## config.mk

```make
export PLATFORM = sky130hd
export DESIGN_NAME = dac_serial_input_port
export DESIGN_NICKNAME = d
export VERILOG_FILES = /design/src/rtl/dac_serial_input_port.v /design/src/rtl/pin_sync.v /design/src/rtl/dac_code_reg.v
export VERILOG_INCLUDE_DIRS = /design/src /design/src/rtl
export SDC_FILE = /design/constraint.sdc
export NUM_CORES = 1
export LEC_CHECK = 0
export BUFFER_PORTS_ARGS = -buffer_cell sky130_fd_sc_hd__buf_4
export CAP_MARGIN = 30
export CORE_ASPECT_RATIO = 0.9
export CORE_UTILIZATION = 35
export CTS_BUF_LIST = sky130_fd_sc_hd__clkbuf_4 sky130_fd_sc_hd__clkbuf_8
export CTS_CLUSTER_DIAMETER = 80
export DETAILED_ROUTE_END_ITERATION = 7
export SLEW_MARGIN = 10
export SYNTH_ARGS = -nofsm -noshare
export SYNTH_HDL_FRONTEND = slang
export SYNTH_HIERARCHICAL = 1
export SYNTH_SLANG_ARGS = --single-unit
```

## constraint.sdc

```tcl
create_clock -name core_clk_i -period 5 [get_ports core_clk_i]
set_clock_uncertainty 0.15 [all_clocks]
set_input_delay 0.25 -clock core_clk_i [delete_from_list [all_inputs] [get_ports core_clk_i]]
set_output_delay 0.25 -clock core_clk_i [all_outputs]
set_load 0.01 [all_outputs]
```

## src/rtl/dac_port_regs.vh

```
// Constants for the serial input port of the multiplying converter.
`ifndef DAC_PORT_REGS_VH
`define DAC_PORT_REGS_VH

// Word layout: one frame carries one word, control field on top.
`define WORD_BITS       16
`define WORD_CNT_BITS   5
`define CTRL_HI_POS     15
`define CTRL_LO_POS     14
`define CODE_TOP_POS    13

// Control field codes.
`define CTRL_LOAD       2'h0
`define CTRL_RSVD_A     2'h1
`define CTRL_RSVD_B     2'h2
`define CTRL_RISE_EDGE  2'h3

// Reset values.
`define RST_WORD        16'h0000
`define RST_EDGE_RISE   1'h0
`define RST_FRAME_SEL   1'h1
`define RST_SCLK_LEVEL  1'h1

// Default converter resolution and synchroniser depth.
`define DEFAULT_RES     14
`define SYNC_STAGES     3

`endif

```

## src/rtl/dac_serial_input_port.v

```verilog
// Three-wire serial input port: frame assembly, control decode and readback.
// What this block does
// - Each frame carries exactly one sixteen-bit word.
// - Top two bits control; rest are code.
// - Narrow variants use upper code bits only.
// - Sample on falling edge until rising selected.
// - Code 00 loads, 11 selects rising edge.
// - Edge-change frame does not load a code.
// - Only reset restores the falling-edge default.
// - Reset zeroes code and shift register.
// - Frame select is edge delimiter and enable.
// - Shift only while frame select is low.
// - Enable input buffers only during a frame.
// - Select rising after sixteen edges loads code.
// - Word travels most significant bit first.
// - Readback shifts old contents out rising edges.
`timescale 1ns/1ps
`include "dac_port_regs.vh"
module dac_serial_input_port #(
  parameter RES = `DEFAULT_RES
) (
  input  wire           core_clk_i,         // Core clock, 20 MHz.
  input  wire           rstn_i,             // Asynchronous reset, active low.
  input  wire           frame_sel_n_i,      // Frame select pin, active low.
  input  wire           serial_clk_i,       // Serial clock pin from the host.
  input  wire           serial_data_in_i,   // Serial data pin from the host.
  output reg            serial_data_out_o,  // Readback data toward the host.
  output wire [RES-1:0] dac_code_o,         // Code held for the converter core.
  output reg            edge_rising_o,      // High once rising-edge sampling chosen.
  output reg            port_active_o,      // Input buffers enabled.
  output reg            load_done_o,        // Strobe: code register updated.
  output reg            frame_reject_o      // Strobe: frame ended without effect.
);

  localparam ST_IDLE  = 2'h0;
  localparam ST_SHIFT = 2'h1;
  localparam ST_FULL  = 2'h2;

  // Outcome of a frame once the select rises.
  localparam ACT_NONE   = 2'h0;
  localparam ACT_LOAD   = 2'h1;
  localparam ACT_EDGE   = 2'h2;
  localparam ACT_REJECT = 2'h3;

  wire                  frame_sel_n;
  wire                  sclk;
  wire                  data_level;
  reg                   frame_sel_n_d;
  reg                   sclk_d;
  reg  [1:0]            state;
  reg  [1:0]            next_state;
  reg  [`WORD_BITS-1:0] shift_word;
  reg  [`WORD_BITS-1:0] readback_word;
  reg  [`WORD_CNT_BITS-1:0] bit_count;
  reg                   load_strobe;
  wire                  frame_fall;
  wire                  frame_rise;
  wire                  sclk_rise;
  wire                  sclk_fall;
  wire                  active_edge;
  wire [1:0]            ctrl_code;
  reg  [`WORD_BITS-1:0] next_shift_word;
  reg  [`WORD_CNT_BITS-1:0] next_bit_count;
  reg  [`WORD_BITS-1:0] next_readback_word;
  reg                   next_data_out;
  reg  [1:0]            frame_action;
  reg                   next_edge_rising;
  reg                   next_load_strobe;
  reg                   next_frame_reject;

  // Filtered-level edge finder shared by the select and the serial clock.
  function edge_seen;
    input prev_level;
    input cur_level;
    input want_rise;
    begin
      if (want_rise) begin
        edge_seen = ~prev_level & cur_level;
      end else begin
        edge_seen = prev_level & ~cur_level;
      end
    end
  endfunction

  // A short word is refused before its control field is looked at.
  function [1:0] word_action;
    input       word_full;
    input [1:0] ctrl;
    begin
      if (!word_full) begin
        word_action = ACT_REJECT;
      end else begin
        case (ctrl)
          `CTRL_LOAD: begin
            word_action = ACT_LOAD;
          end
          `CTRL_RISE_EDGE: begin
            word_action = ACT_EDGE;
          end
          default: begin
            word_action = ACT_REJECT;
          end
        endcase
      end
    end
  endfunction

  pin_sync #(
    .RST_VAL (`RST_FRAME_SEL)
  ) u_sync_frame (
    .core_clk_i (core_clk_i),
    .rstn_i     (rstn_i),
    .pin_i      (frame_sel_n_i),
    .level_o    (frame_sel_n)
  );

  pin_sync #(
    .RST_VAL (`RST_SCLK_LEVEL)
  ) u_sync_clk (
    .core_clk_i (core_clk_i),
    .rstn_i     (rstn_i),
    .pin_i      (serial_clk_i),
    .level_o    (sclk)
  );

  pin_sync #(
    .RST_VAL (1'b0)
  ) u_sync_data (
    .core_clk_i (core_clk_i),
    .rstn_i     (rstn_i),
    .pin_i      (serial_data_in_i),
    .level_o    (data_level)
  );

  // Edge history of the filtered levels.
  // The clock history starts at the idle-high level, so leaving reset shows no false edge.
  always @(posedge core_clk_i or negedge rstn_i) begin
    if (!rstn_i) begin
      frame_sel_n_d <= `RST_FRAME_SEL;
      sclk_d        <= `RST_SCLK_LEVEL;
    end else begin
      frame_sel_n_d <= frame_sel_n;
      sclk_d        <= sclk;
    end
  end

  assign frame_fall  = edge_seen(frame_sel_n_d, frame_sel_n, 1'b0);
  assign frame_rise  = edge_seen(frame_sel_n_d, frame_sel_n, 1'b1);
  assign sclk_rise   = edge_seen(sclk_d, sclk, 1'b1);
  assign sclk_fall   = edge_seen(sclk_d, sclk, 1'b0);
  assign active_edge = edge_rising_o ? sclk_rise : sclk_fall;
  assign ctrl_code   = {shift_word[`CTRL_HI_POS], shift_word[`CTRL_LO_POS]};

  // The frame state follows the select; a host that lowers the select late
  // loses the clock edges seen before it (the host must keep the setup).
  always @* begin
    next_state = state;
    case (state)
      ST_IDLE: begin
        if (frame_fall) begin
          next_state = ST_SHIFT;
        end
      end
      ST_SHIFT: begin
        if (frame_rise) begin
          next_state = ST_IDLE;
        end else if (active_edge && bit_count == `WORD_BITS - 1) begin
          next_state = ST_FULL;
        end
      end
      ST_FULL: begin
        if (frame_rise) begin
          next_state = ST_IDLE;
        end
      end
      default: begin
        next_state = ST_IDLE;
      end
    endcase
  end

  always @(posedge core_clk_i or negedge rstn_i) begin
    if (!rstn_i) begin
      state <= ST_IDLE;
    end else begin
      state <= next_state;
    end
  end

  // Buffers are on only between the select falling and rising.
  always @(posedge core_clk_i or negedge rstn_i) begin
    if (!rstn_i) begin
      port_active_o <= 1'b0;
    end else if (frame_fall) begin
      port_active_o <= 1'b1;
    end else if (frame_rise) begin
      port_active_o <= 1'b0;
    end
  end

  // Input shift register, filled from the bottom so the first bit lands on top.
  // Edges beyond the sixteenth are ignored so the word cannot slip.
  always @* begin
    next_shift_word = shift_word;
    next_bit_count  = bit_count;
    if (frame_fall) begin
      next_bit_count = {`WORD_CNT_BITS{1'b0}};
    end else if (state == ST_SHIFT && !frame_sel_n && active_edge) begin
      next_shift_word = {shift_word[`WORD_BITS-2:0], data_level};
      next_bit_count  = bit_count + 1'b1;
    end
  end

  // The count stops at sixteen by state, so it never wraps inside a frame.
  always @(posedge core_clk_i or negedge rstn_i) begin
    if (!rstn_i) begin
      shift_word <= `RST_WORD;
      bit_count  <= {`WORD_CNT_BITS{1'b0}};
    end else begin
      shift_word <= next_shift_word;
      bit_count  <= next_bit_count;
    end
  end

  // Readback copies the word at the frame start and presents it MSB first,
  // advancing on each rising serial clock edge inside the frame.
  always @* begin
    next_readback_word = readback_word;
    next_data_out      = serial_data_out_o;
    if (frame_fall) begin
      next_readback_word = {shift_word[`WORD_BITS-2:0], 1'b0};
      next_data_out      = shift_word[`WORD_BITS-1];
    end else if (!frame_sel_n && state != ST_IDLE && sclk_rise) begin
      next_readback_word = {readback_word[`WORD_BITS-2:0], 1'b0};
      next_data_out      = readback_word[`WORD_BITS-1];
    end
  end

  always @(posedge core_clk_i or negedge rstn_i) begin
    if (!rstn_i) begin
      readback_word     <= `RST_WORD;
      serial_data_out_o <= 1'b0;
    end else begin
      readback_word     <= next_readback_word;
      serial_data_out_o <= next_data_out;
    end
  end

  // Decode the completed word when the select rises.
  always @* begin
    frame_action      = ACT_NONE;
    next_edge_rising  = edge_rising_o;
    next_load_strobe  = 1'b0;
    next_frame_reject = 1'b0;
    if (frame_rise && state != ST_IDLE) begin
      frame_action = word_action(state == ST_FULL, ctrl_code);
    end
    case (frame_action)
      ACT_LOAD: begin
        next_load_strobe = 1'b1;
      end
      ACT_EDGE: begin
        next_edge_rising = 1'b1;
      end
      ACT_REJECT: begin
        next_frame_reject = 1'b1;
      end
      default: begin
        next_load_strobe = 1'b0;
      end
    endcase
  end

  // Registered copies keep every output straight from a flip-flop.
  always @(posedge core_clk_i or negedge rstn_i) begin
    if (!rstn_i) begin
      edge_rising_o  <= `RST_EDGE_RISE;
      load_strobe    <= 1'b0;
      load_done_o    <= 1'b0;
      frame_reject_o <= 1'b0;
    end else begin
      edge_rising_o  <= next_edge_rising;
      load_strobe    <= next_load_strobe;
      load_done_o    <= load_strobe;
      frame_reject_o <= next_frame_reject;
    end
  end

  dac_code_reg #(
    .RES (RES)
  ) u_code_reg (
    .core_clk_i (core_clk_i),
    .rstn_i     (rstn_i),
    .load_i     (load_strobe),
    .word_i     (shift_word),
    .code_o     (dac_code_o)
  );

endmodule

```

## src/rtl/pin_sync.v

```verilog
// Three-stage pin synchroniser that accepts a change once stages two and three agree.
`timescale 1ns/1ps
module pin_sync #(
  parameter RST_VAL = 1'b0
) (
  input  wire core_clk_i,  // Core clock.
  input  wire rstn_i,      // Asynchronous reset, active low.
  input  wire pin_i,       // Raw pin from outside the clock domain.
  output reg  level_o      // Filtered level in the core domain.
);

  reg stage1;
  reg stage2;
  reg stage3;

  // Stage one feeds stage two only; the filter looks at stages two and three.
  always @(posedge core_clk_i or negedge rstn_i) begin
    if (!rstn_i) begin
      stage1  <= RST_VAL;
      stage2  <= RST_VAL;
      stage3  <= RST_VAL;
      level_o <= RST_VAL;
    end else begin
      stage1 <= pin_i;
      stage2 <= stage1;
      stage3 <= stage2;
      if (stage2 == stage3) begin
        level_o <= stage3;
      end
    end
  end

endmodule

```

## src/rtl/dac_code_reg.v

```verilog
// Converter code register loaded from the upper code bits of an accepted word.
`timescale 1ns/1ps
`include "dac_port_regs.vh"
module dac_code_reg #(
  parameter RES = `DEFAULT_RES
) (
  input  wire                  core_clk_i,  // Core clock.
  input  wire                  rstn_i,      // Asynchronous reset, active low.
  input  wire                  load_i,      // One-cycle load strobe.
  input  wire [`WORD_BITS-1:0] word_i,      // Completed input word.
  output reg  [RES-1:0]        code_o       // Code held for the converter core.
);

  // Narrow variants keep the upper code bits and drop the low positions.
  always @(posedge core_clk_i or negedge rstn_i) begin
    if (!rstn_i) begin
      code_o <= {RES{1'b0}};
    end else if (load_i) begin
      code_o <= word_i[`CODE_TOP_POS -: RES];
    end
  end

endmodule

```

Word level (Yosys, flattened, before mapping) --
Index checks and enable logic that the tools add are counted.
Word-level totals: bits in registers 73, input bits 5, output and inout port bits 19, word-level logic and storage cells 82
Cells by class: $add $sub $neg 1, equal/unequal tests 13, mux-type cells 19, bitwise logic cells 9, reduce and logical (&&, ||, !) cells 15
Operator list (number):
- 2-to-1 mux 16 bit | 2
- 2-to-1 mux 2 bit | 6
- 2-to-1 mux 5 bit | 2
- == test 2 bit, second input constant | 4
- nonzero test 2 bit | 4
- 2-to-1 mux 1 bit | 7
- logical AND 1 bit | 6
- case mux 2 bit (3 select lines) | 1
- adder 5 x 1 -> 5 bit, second input constant | 1
- == test 5 x 4 -> 1 bit, second input constant | 1
- inverter 1 bit | 5
- AND 1 bit | 4
- == test 2 x 1 -> 1 bit, second input constant | 2
- zero test 2 bit | 2
- != test 2 bit, second input constant | 2
- case mux 2 bit (2 select lines) | 1
- == test 1 bit | 3
- != test 3 bit, second input constant | 1
- AND reduction 3 bit | 1
- AND reduction 2 bit | 1
- zero test 1 bit | 1

Logic depth before layout (Yosys ltp) --
Gate-level depths: netlist of the first run.
depth in word-level cells 7, depth in mapped cells 7, gate-level depth less buffers 5

By module --
Netlist of the first run, hierarchy kept.
Modules (own cells, without submodules):
- dac_serial_input_port | times used 1, cells an instance 172, area an instance 2173.3 µm², sequential area each 1153.6 µm²
- dac_code_reg | times used 1, cells an instance 29, area an instance 519.2 µm², sequential area each 350.3 µm²
- pin_sync at u_sync_clk ... | times used 2, cells an instance 5, area an instance 116.4 µm², sequential area each 105.1 µm²
- pin_sync at u_sync_data | times used 1, cells an instance 5, area an instance 111.4 µm², sequential area each 100.1 µm²

Worst setup path after synthesis of the first run --
No wires, ideal clock.
kind register to register, start point register sclk_d, end point register shift_word[0], arrival 1.874 ns, data required time 4.725 ns, setup slack 2.851 ns, cell stages (with the launch flop) 6, buffers on the path 2, period minus slack after synthesis 2.149 ns, cells stage by stage dfstp_2 or3b_4 a2111o_1 buf_6 buf_12 mux2_4
Between the ends: longest elaborated chain between the ends 5, elaborated cells on any way between the ends 6
Ends and longest elaborated chain:
- start, declared | RTL line dac_serial_input_port.v:49 | reg sclk_d;
- start signal, assigned | RTL line dac_serial_input_port.v:140 | sclk_d <= `RST_SCLK_LEVEL;
- start signal, assigned | RTL line dac_serial_input_port.v:143 | sclk_d <= sclk;
- inverter 1 bit | RTL line dac_serial_input_port.v:78 | edge_seen = ~prev_level & cur_level;
- AND 1 bit | RTL line dac_serial_input_port.v:78
- 2-to-1 mux 1 bit (*) | RTL line dac_serial_input_port.v:151 | assign active_edge = edge_rising_o ? sclk_rise : sclk_fall;
- logical AND 1 bit (*) | RTL line dac_serial_input_port.v:208 | end else if (state == ST_SHIFT && !frame_sel_n && active_edge) begin
- AND reduction 2 bit (no source line) (*)
- end signal, assigned | RTL line dac_serial_input_port.v:217 | shift_word <= `RST_WORD;
- end signal, assigned | RTL line dac_serial_input_port.v:220 | shift_word <= next_shift_word;
- end, declared | RTL line dac_serial_input_port.v:52 | reg [`WORD_BITS-1:0] shift_word;
Every way passes the cells marked *; elsewhere a longest branch is shown, timed or not. A chain may end at the register's enable or synchronous reset.

Worst setup path after layout of the first run --
start point register sclk_d, end point register shift_word[8]
The elaborated chain is that of the path after synthesis.

==> results of run 1 <==
power groups by stage:
stage | logic (uW) | clock network (uW) | registers (uW)
2_1_floorplan | 113 | 0 | 670
3_3_place_gp | 149 | 0 | 683
3_5_place_dp | 150 | 0 | 683
4_1_cts | 154 | 486 | 672
5_1_grt | 175 | 511 | 679
6_report | 155 | 468 | 673
final timing paths:
check                              startpoint                    to  slack (ns)  depth (start not counted)
setup / recovery                       sclk_d         shift_word[8]        2.56                          3
hold / removal             u_sync_data/stage1    u_sync_data/stage2        0.20                          0
setup reg to reg                       sclk_d         shift_word[8]        2.56                          3
hold reg to reg            u_sync_data/stage1    u_sync_data/stage2        0.20                          0
max in group asynchronous              rstn_i                sclk_d        3.91                          3
min in group asynchronous              rstn_i  u_code_reg/code_o[1]        0.21                          2
through the flow:
step	hold WS (ns)	util
finish	0.203	0.433
CTS	0.206	0.429
detailed placement	0.188	0.399
global placement	0.184	0.399
floorplan	-0.196	-
global route	0.208	0.433
cell usage after synthesis (4+ instances only):
cell | count | area share
dfrtp_1 | 62 | 0.51
mux2_2 | 25 | 0.093
nor2b_1 | 19 | 0.039
a221o_1 | 15 | 0.049
nor3b_1 | 14 | 0.035
dfstp_2 | 10 | 0.087
mux2_4 | 10 | 0.049
nor2_1 | 9 | 0.011
clkbuf_1 | 6 | 0.0074
inv_1 | 5 | 0.0062
nand2b_1 | 5 | 0.010
ha_1 | 4 | 0.016
registers in the layout, summed over array words and instances, names as in the netlist, 2 cells and up:
signal             flops
shift_word            16
readback_word         15
u_code_reg/code_o     14
bit_count              5
state                  2
layer usage:
metal / track usage / vias to the layer above / wire length [um]
li1: - / 826 / -
met1: 0.176 / 869 / 2660
met2: 0.176 / 21 / 2190
met3: 0.0449 / 9 / 150
met4: 0.0580 / 0 / 80
met5: 0 / - / 0
kinds of logic after synthesis:
group / after synthesis
DFF: 72
and+or+nand+nor: 57
muxes: 36
AOI/OAI and AO/OA: 25
buffers and inverters: 18
adders and majority gates: 7
xor gates and xnor gates: 1
worst reg2reg max path, stage by stage, from the launching register on:
cell and delay [ns]:
dfstp_2 0.54, or3b_4 0.41, a2111o_1 0.79, mux2_4 0.44
cell type report:
type / count / area share
Tap cell: 115 / 0.0404
Multi-Input combinational cell: 126 / 0.315
Clock buffer: 11 / 0.0425
Clock inverter: 5 / 0.0155
Sequential cell: 72 / 0.510
Timing Repair Buffer: 30 / 0.0717
Inverter: 5 / 0.00527
timing repair:
action                                 4_1_cts  5_1_grt
hold buffers                                 4        0
endpoints found under the hold margin       65        0
resized for setup                            0        0
==> results.json, run 1 <==
{
  "antenna_found_initial": 0,
  "outcome": "finished, final reports clean",
  "final_nets": 253,
  "fmax_ghz": 0.410,
  "path_class": "reg2reg",
  "clk_path_buf_depth": 2,
  "synth_cells": 216,
  "hold_path_class": "reg2reg",
  "fillers": 788,
  "irDropWorstVdd_mv": 0.238,
  "slew_viol_final": 0,
  "synth_xor_xnor_area_share": 0.00288,
  "grt_usage": 0.127,
  "multi_input_area_um2": 1120,
  "clockRootBuffer": "clkbuf_8",
  "drtIter0Drc": 94,
  "wl_mm": 5.08,
  "drc": 0,
  "synthArstFlopShare": 1.00,
  "totalPowerFinal_uw": 1300,
  "p_switching_uw": 331,
  "rsz0062_at_grt": "false",
  "synth_top_family_by_area": "multiplexers",
  "io_pins": 24,
  "final_common_cell": "dfrtp_1",
  "htreeDepth": 3,
  "synth_warnings": 6,
  "period_share": 0.488,
  "power_frac_seq": 0.519,
  "crit_chain": "or3b_4 > a2111o_1 > mux2_4",
  "cp_top_family": "compound AO/OA/AOI/OAI gates",
  "combPwrFrac": 0.120,
  "cp_max_fo": 16,
  "final_cells": 364,
  "path_buf_inv": 0,
  "p_int_uw": 964,
  "grt_pass1_wl_mm": 8.84,
  "finalSetupTns_ns": 0,
  "synth_area_um2": 3040,
  "setup_viol": 0,
  "die_area_um2": 9050,
  "start_util": 0.369,
  "vias_per_cell": 4.74,
  "p_sw_frac": 0.256,
  "clkTransAtPathRegs_ns": 0.07,
  "synth_mux_area_frac": 0.145,
  "gp_congestion": 0.730,
  "synth-adder-area-share": 0.0276,
  "syn_avg_cell_area_um2": 14.1,
  "post-route-min-period_ns": 2.44,
  "gr-total-overflow": 0,
  "maxCapViolations": 0,
  "cp.arrival_ns": 2.52,
  "area_growth_pct": 17.2,
  "wl_per_cell_um": 14.0,
  "synth_top_flop_cell": "dfrtp_1",
  "num_vias": 1725,
  "final_cell_mix": "dfrtp_1 (62), mux2_2 (25), buf_4 (25)",
  "cts_tree": "yes",
  "clkPwrFrac": 0.361,
  "finalHoldViolCount": 0,
  "grt_max_degree": 73,
  "ys_types": 37,
  "dp_cells": 343,
  "cp-end-kind": "register",
  "critPathMaxStageDelay_ns": 0.79,
  "postPlaceCellArea_um2": 3280,
  "synth_edf_count": 0,
  "synth_seq_area_share": 0.597,
  "stdcell_area_um2": 3560,
  "power_density_nw_per_um2": 364,
  "cp-start-kind": "register",
  "drive_gt1_frac": 0.365,
  "portBuffers": 23,
  "ys_ff_latch": 72,
  "place_ws_ns": 2.57,
  "tightest_slew_ns": 0.896,
  "cpMaxStageDelayCell": "a2111o_1",
  "dieWidth_um": 100,
  "num_antenna_cells": 0,
  "dr.pass1.iters": 4,
  "synth-compound-area-share": 0.0758,
  "die_h_um": 90.4,
  "postCtsSetupBuffers": 0,
  "synthSimpleGateAreaFrac": 0.117,
  "p_leak_uw": 0.00170,
  "regArea_um2": 1810,
  "core_um2": 8220,
  "ant_nets": 0,
  "dpl.hpwl_mm": 3.01,
  "crit_required_ns": 5.08,
  "cts_made_buffers": 9,
  "final.setup.worst_slack_ns": 2.56,
  "cts_sinks": 72,
  "clock_latency_ns": 0.34,
  "max_slew_margin": 0.403,
  "synth_fp_nets": 225,
  "grt_pass1_vias": 1787,
  "fp-row-count": 31
}
Note: power is estimated with default switching activity, not from simulation.
==> run 2: changes to the inputs <==
Clock period 5 ns to 2.34 ns, I/O delays scaled along.
==> run 2 against run 1 <==
Effect of this change:
- clock power rose to 3.0 times the previous value
- sequential share of layout area fell by 1.5 points
- worst setup slack worse by 2.4 ns
- die area unchanged
- register-to-register slack worse by 2.4 ns
- critical endpoint is now shift_word[10]
- critical path depth increased by 1
- highest routed layer unchanged
- utilization increased by 1.3 points
- final cell count up 1.1%
- worst hold slack lost 0.088 ns
- final area grew 3.0%
==> results.json, run 2 (synthesis gave the netlist of run 1 again) <==
{
  "outcome": "finished, final reports clean",
  "fp-row-count": 31,
  "final.setup.worst_slack_ns": 0.170,
  "die_area_um2": 9050,
  "clockRootBuffer": "clkbuf_8",
  "cpMaxStageDelayCell": "dfstp_2",
  "num_vias": 1753,
  "cts_resized": 0,
  "grt_pass1_vias": 1686,
  "period_share": 0.927,
  "irDropWorstVdd_mv": 0.288,
  "drc": 0,
  "antenna_found_initial": 0,
  "worstSetupStartpoint": "sclk_d",
  "area_growth_pct": 20.7,
  "setup_viol": 0,
  "final_nets": 257,
  "ff2ff_path_depth": 4,
  "final_cell_mix": "dfrtp_1 (62), buf_4 (29), mux2_2 (25)",
  "path_class": "reg2reg",
  "core_um2": 8220,
  "grt_max_degree": 73,
  "fillers": 781,
  "slew_viol_final": 0,
  "cts_made_buffers": 9,
  "critPathMaxStageDelay_ns": 0.53,
  "num_antenna_cells": 0,
  "grt_usage": 0.126,
  "largest-register": "shift_word",
  "gp_congestion": 0.724,
  "drtIter0Drc": 47,
  "dieWidth_um": 100,
  "vias_per_cell": 4.76,
  "place_ws_ns": 0.182,
  "clkTransAtPathRegs_ns": 0.07,
  "wl_per_cell_um": 13.9,
  "fmax_ghz": 0.461,
  "dr.pass1.iters": 4,
  "hold_buffers": 4,
  "cp-start-kind": "register",
  "htreeDepth": 3,
  "largest_reg_flops": 16,
  "wl_mm": 5.11,
  "cp-end-kind": "register",
  "regArea_um2": 1810,
  "crit_required_ns": 2.41,
  "clk_path_buf_depth": 2,
  "multi_input_area_um2": 1120,
  "final_common_cell": "dfrtp_1",
  "cts_sinks": 72,
  "die_h_um": 90.4,
  "power_density_nw_per_um2": 864,
  "rsz0062_at_grt": "false",
  "fin_util": 0.446,
  "cp_max_fo": 16,
  "io_pins": 24,
  "p_leak_uw": 0.00175,
  "dpl.hpwl_mm": 3.09,
  "cp.arrival_ns": 2.24,
  "drive_gt1_frac": 0.375,
  "tightest_slew_ns": 0.664,
  "postPlaceCellArea_um2": 3310,
  "clock_latency_ns": 0.33,
  "hold_path_class": "in2async",
  "ant_nets": 0,
  "portBuffers": 23,
  "top_regs": "shift_word (16), readback_word (15), u_code_reg/code_o (14)",
  "stdcell_area_um2": 3660,
  "maxCapViolations": 0,
  "postCtsSetupBuffers": 0,
  "grt_pass1_wl_mm": 8.86,
  "start_util": 0.369,
  "finalHoldViolCount": 0,
  "cts_tree": "yes",
  "r2r-start": "sclk_d",
  "post-route-min-period_ns": 2.17,
  "max_slew_margin": 0.557,
  "finalSetupTns_ns": 0,
  "gr-total-overflow": 0,
  "crit_chain": "or3b_4 > a2111o_1 > buf_4 > mux2_4"
}
[run 2: changes by cell type in the layout (fill, tap and decap cells not counted), sizes merged]
cell / change
buf: +4
bufinv: +4
clkbuf: -2
clkinv: -2
clkinvlp: -1
inv: +1
[run 2: power by group]
| group | switching, uW | internal [uW] |
|---|---|---|
| logic | 176 | 163 |
| registers | 84.6 | 1350 |
| clock network | 460 | 927 |
| total | 720 | 2450 |
[run 2: per-stage QoR]
| stage | hold WS (ns) | cells | total power (uW) |
|---|---|---|---|
| finish | 0.115 | 368 | 3170 |
| global route | 0.147 | 368 | 3310 |
| CTS | 0.208 | 367 | 3210 |
| detailed placement | 0.0767 | 347 | 1790 |
| global placement | 0.0756 | 347 | 1780 |
| floorplan | -0.329 | 216 | 1670 |
[run 2: layer usage]
metal | vias to the layer above | part of all wire | wire [um] | global-route usage
met3 | 5 | 0.034 | 175 | 0.0426
met1 | 884 | 0.53 | 2690 | 0.184
met2 | 27 | 0.43 | 2190 | 0.171
li1 | 837 | - | - | -
met5 | - | 0 | 0 | 0
met4 | 0 | 0.011 | 58 | 0.0435
[run 2: layout make-up]
type,count,area share
multi-input combinational,126,0.306
inverter,5,0.00512
tap,115,0.0393
clock buffer,9,0.0338
sequential,72,0.495
timing repair buffer,34,0.0758
clock inverter,7,0.0454
[run 2: worst max-delay path, delay by kind of cell, from the launching register on]
kind,cells,cell delay [ns]
buffers and inverters,1,0.23
AO/OA/AOI/OAI,1,0.42
AND/OR/NAND/NOR,1,0.40
flip-flops,1,0.53
multiplexers,1,0.32
[run 2: path summary, 6_finish.rpt]
| check | end | slack (ns) |
|---|---|---|
| max reg2reg | shift_word[10] | 0.17 |
| max | shift_word[10] | 0.17 |
| min reg2reg | u_sync_data/stage2 | 0.20 |
| min in group core_clk_i | u_sync_data/stage2 | 0.20 |
| min | bit_count[0] | 0.11 |
| max in group asynchronous | readback_word[9] | 1.38 |
==> run 3: changes to the inputs <==
Settings changed: CELL_PAD_IN_SITES_DETAIL_PLACEMENT from default to 1, CELL_PAD_IN_SITES_GLOBAL_PLACEMENT from default to 2, PLACE_DENSITY from default to 0.68.
==> run 3 against run 2 <==
Effect of this change:
- non-clock buffer count fell by 1
- worst setup slack better by 0.023 ns
- clock-buffer cell count up 3
- worst hold slack got worse by 0.11 ns
- die area did not move
- sequential share of layout area rose by 1.2 points
- register-to-register slack improved by 0.02 ns
- largest cell class unchanged
- critical path type unchanged
- sequential power about the same
- power down 14%
==> results.json, run 3 (synthesis gave the netlist of run 1 again) <==
{
  "htreeDepth": 3,
  "clockRootBuffer": "clkbuf_8",
  "vias_per_cell": 4.83,
  "dpl.hpwl_mm": 3.36,
  "top_regs": "shift_word (16), readback_word (15), u_code_reg/code_o (14)",
  "finalHoldViolCount": 0,
  "core_um2": 8220,
  "largest_reg_flops": 16,
  "maxCapViolations": 0,
  "post-route-min-period_ns": 2.15,
  "outcome": "finished, final reports clean",
  "irDropWorstVdd_mv": 0.304,
  "gp_congestion": 0.693,
  "clk_path_buf_depth": 2,
  "num_antenna_cells": 0,
  "critPathMaxStageDelay_ns": 0.54,
  "cts_made_buffers": 9,
  "cpMaxStageDelayCell": "dfstp_2",
  "cp-start-kind": "register",
  "fp-row-count": 31,
  "portBuffers": 23,
  "fmax_ghz": 0.466,
  "fillers": 889,
  "p_leak_uw": 0.00171,
  "num_vias": 1771,
  "dieWidth_um": 100,
  "postCtsSetupBuffers": 0,
  "clkTransAtPathRegs_ns": 0.08,
  "drc": 0,
  "die_area_um2": 9050,
  "wl_per_cell_um": 15.4,
  "final_common_cell": "dfrtp_1",
  "drive_gt1_frac": 0.373,
  "grt_pass1_vias": 1890,
  "stdcell_area_um2": 3570,
  "fin_util": 0.435,
  "wl_mm": 5.64,
  "holdWs_ns": 0.000464,
  "r2r_slack_ns": 0.19,
  "path_class": "reg2reg",
  "cts_resized": 0,
  "antenna_found_initial": 0,
  "cp-end-kind": "register",
  "ant_nets": 0,
  "largest-register": "shift_word",
  "r2r-start": "sclk_d",
  "cp_top_family": "flip-flops",
  "crit_required_ns": 2.42,
  "postPlaceCellArea_um2": 3320,
  "cts_tree": "yes",
  "grt_usage": 0.144,
  "io_pins": 24,
  "crit_chain": "or3b_4 > a2111o_1 > buf_12 > mux2_4",
  "setup_viol": 0,
  "grt_max_degree": 73,
  "start_util": 0.369,
  "ff2ff_path_depth": 4,
  "grt_pass1_wl_mm": 9.86,
  "drtIter0Drc": 36,
  "reg2reg_to": "shift_word[9]",
  "dr.pass1.iters": 4,
  "max_slew_margin": 0.578,
  "clock_latency_ns": 0.35,
  "finalSetupTns_ns": 0,
  "rsz0062_at_grt": "false",
  "cp.arrival_ns": 2.23,
  "final_nets": 256,
  "slew_viol_final": 0,
  "cp_max_fo": 16,
  "gr-total-overflow": 0,
  "period_share": 0.917,
  "final_cell_mix": "dfrtp_1 (62), buf_4 (27), mux2_2 (25)",
  "hold_path_class": "in2async",
  "path_buf_inv": 1,
  "cts_sinks": 72,
  "area_growth_pct": 17.7,
  "tightest_slew_ns": 0.633,
  "die_h_um": 90.4,
  "power_density_nw_per_um2": 759
}
==> run 3: cell types whose count changed in the layout (fill, tap and decap cells not counted), sizes merged <==
cell      change
bufinv        -5
clkbuf        +3
clkinv        +2
buf           -1
clkinvlp      +1
inv           -1
==> run 3: layer usage <==
layer  part of all wire  wire length [um]  GRT usage  up-vias
li1                   -                 -          -      837
met1               0.51              2900      0.204      900
met2               0.43              2400      0.200       27
met3              0.041               229     0.0395        7
met4              0.019               107     0.0725        0
met5                  0                 0          0        -
==> run 3: area by class of cell <==
class                      count  area [um2]  share of cell area
clock inverter                 4        28.8             0.00805
clock buffer                  12         159              0.0445
inverter                       5        18.8             0.00525
timing repair buffer          33         290              0.0812
sequential                    72        1810               0.508
tap                          115         144              0.0403
multi-input combinational    126        1120               0.313
==> run 3: worst max path at each step <==
stage / endpoint / slack [ns] / start / cells after the start
2_1_floorplan: shift_word[0] / 0.19 / sclk_d / 5
3_3_place_gp: shift_word[0] / 0.24 / sclk_d / 4
3_5_place_dp: shift_word[1] / 0.21 / sclk_d / 4
4_1_cts: shift_word[12] / 0.19 / sclk_d / 4
5_1_grt: shift_word[8] / 0.15 / sclk_d / 4
6_report: shift_word[9] / 0.19 / sclk_d / 4
==> run 3: repair_timing <==
action                                  4_1_cts  5_1_grt
hold endpoints to repair                     65        0
hold buffers                                  4        0
endpoints found under the setup margin        0        0
==> run 3: through the flow <==
step / instances / worst slack [ns] / power (uW)
after CTS: 366 / 0.191 / 2750
after detailed placement: 346 / 0.210 / 1800
final: 367 / 0.193 / 2710
after global placement: 346 / 0.238 / 1790
after global routing: 367 / 0.152 / 2850
after floorplan: 216 / 0.191 / 1670
==> run 3: where the power goes <==
part           internal, uW  switching (uW)  leakage, uW  total (uW)
registers              1350            75.8     0.000953        1430
clock network           455             478    0.0000920         933
logic                   165             184     0.000666         349
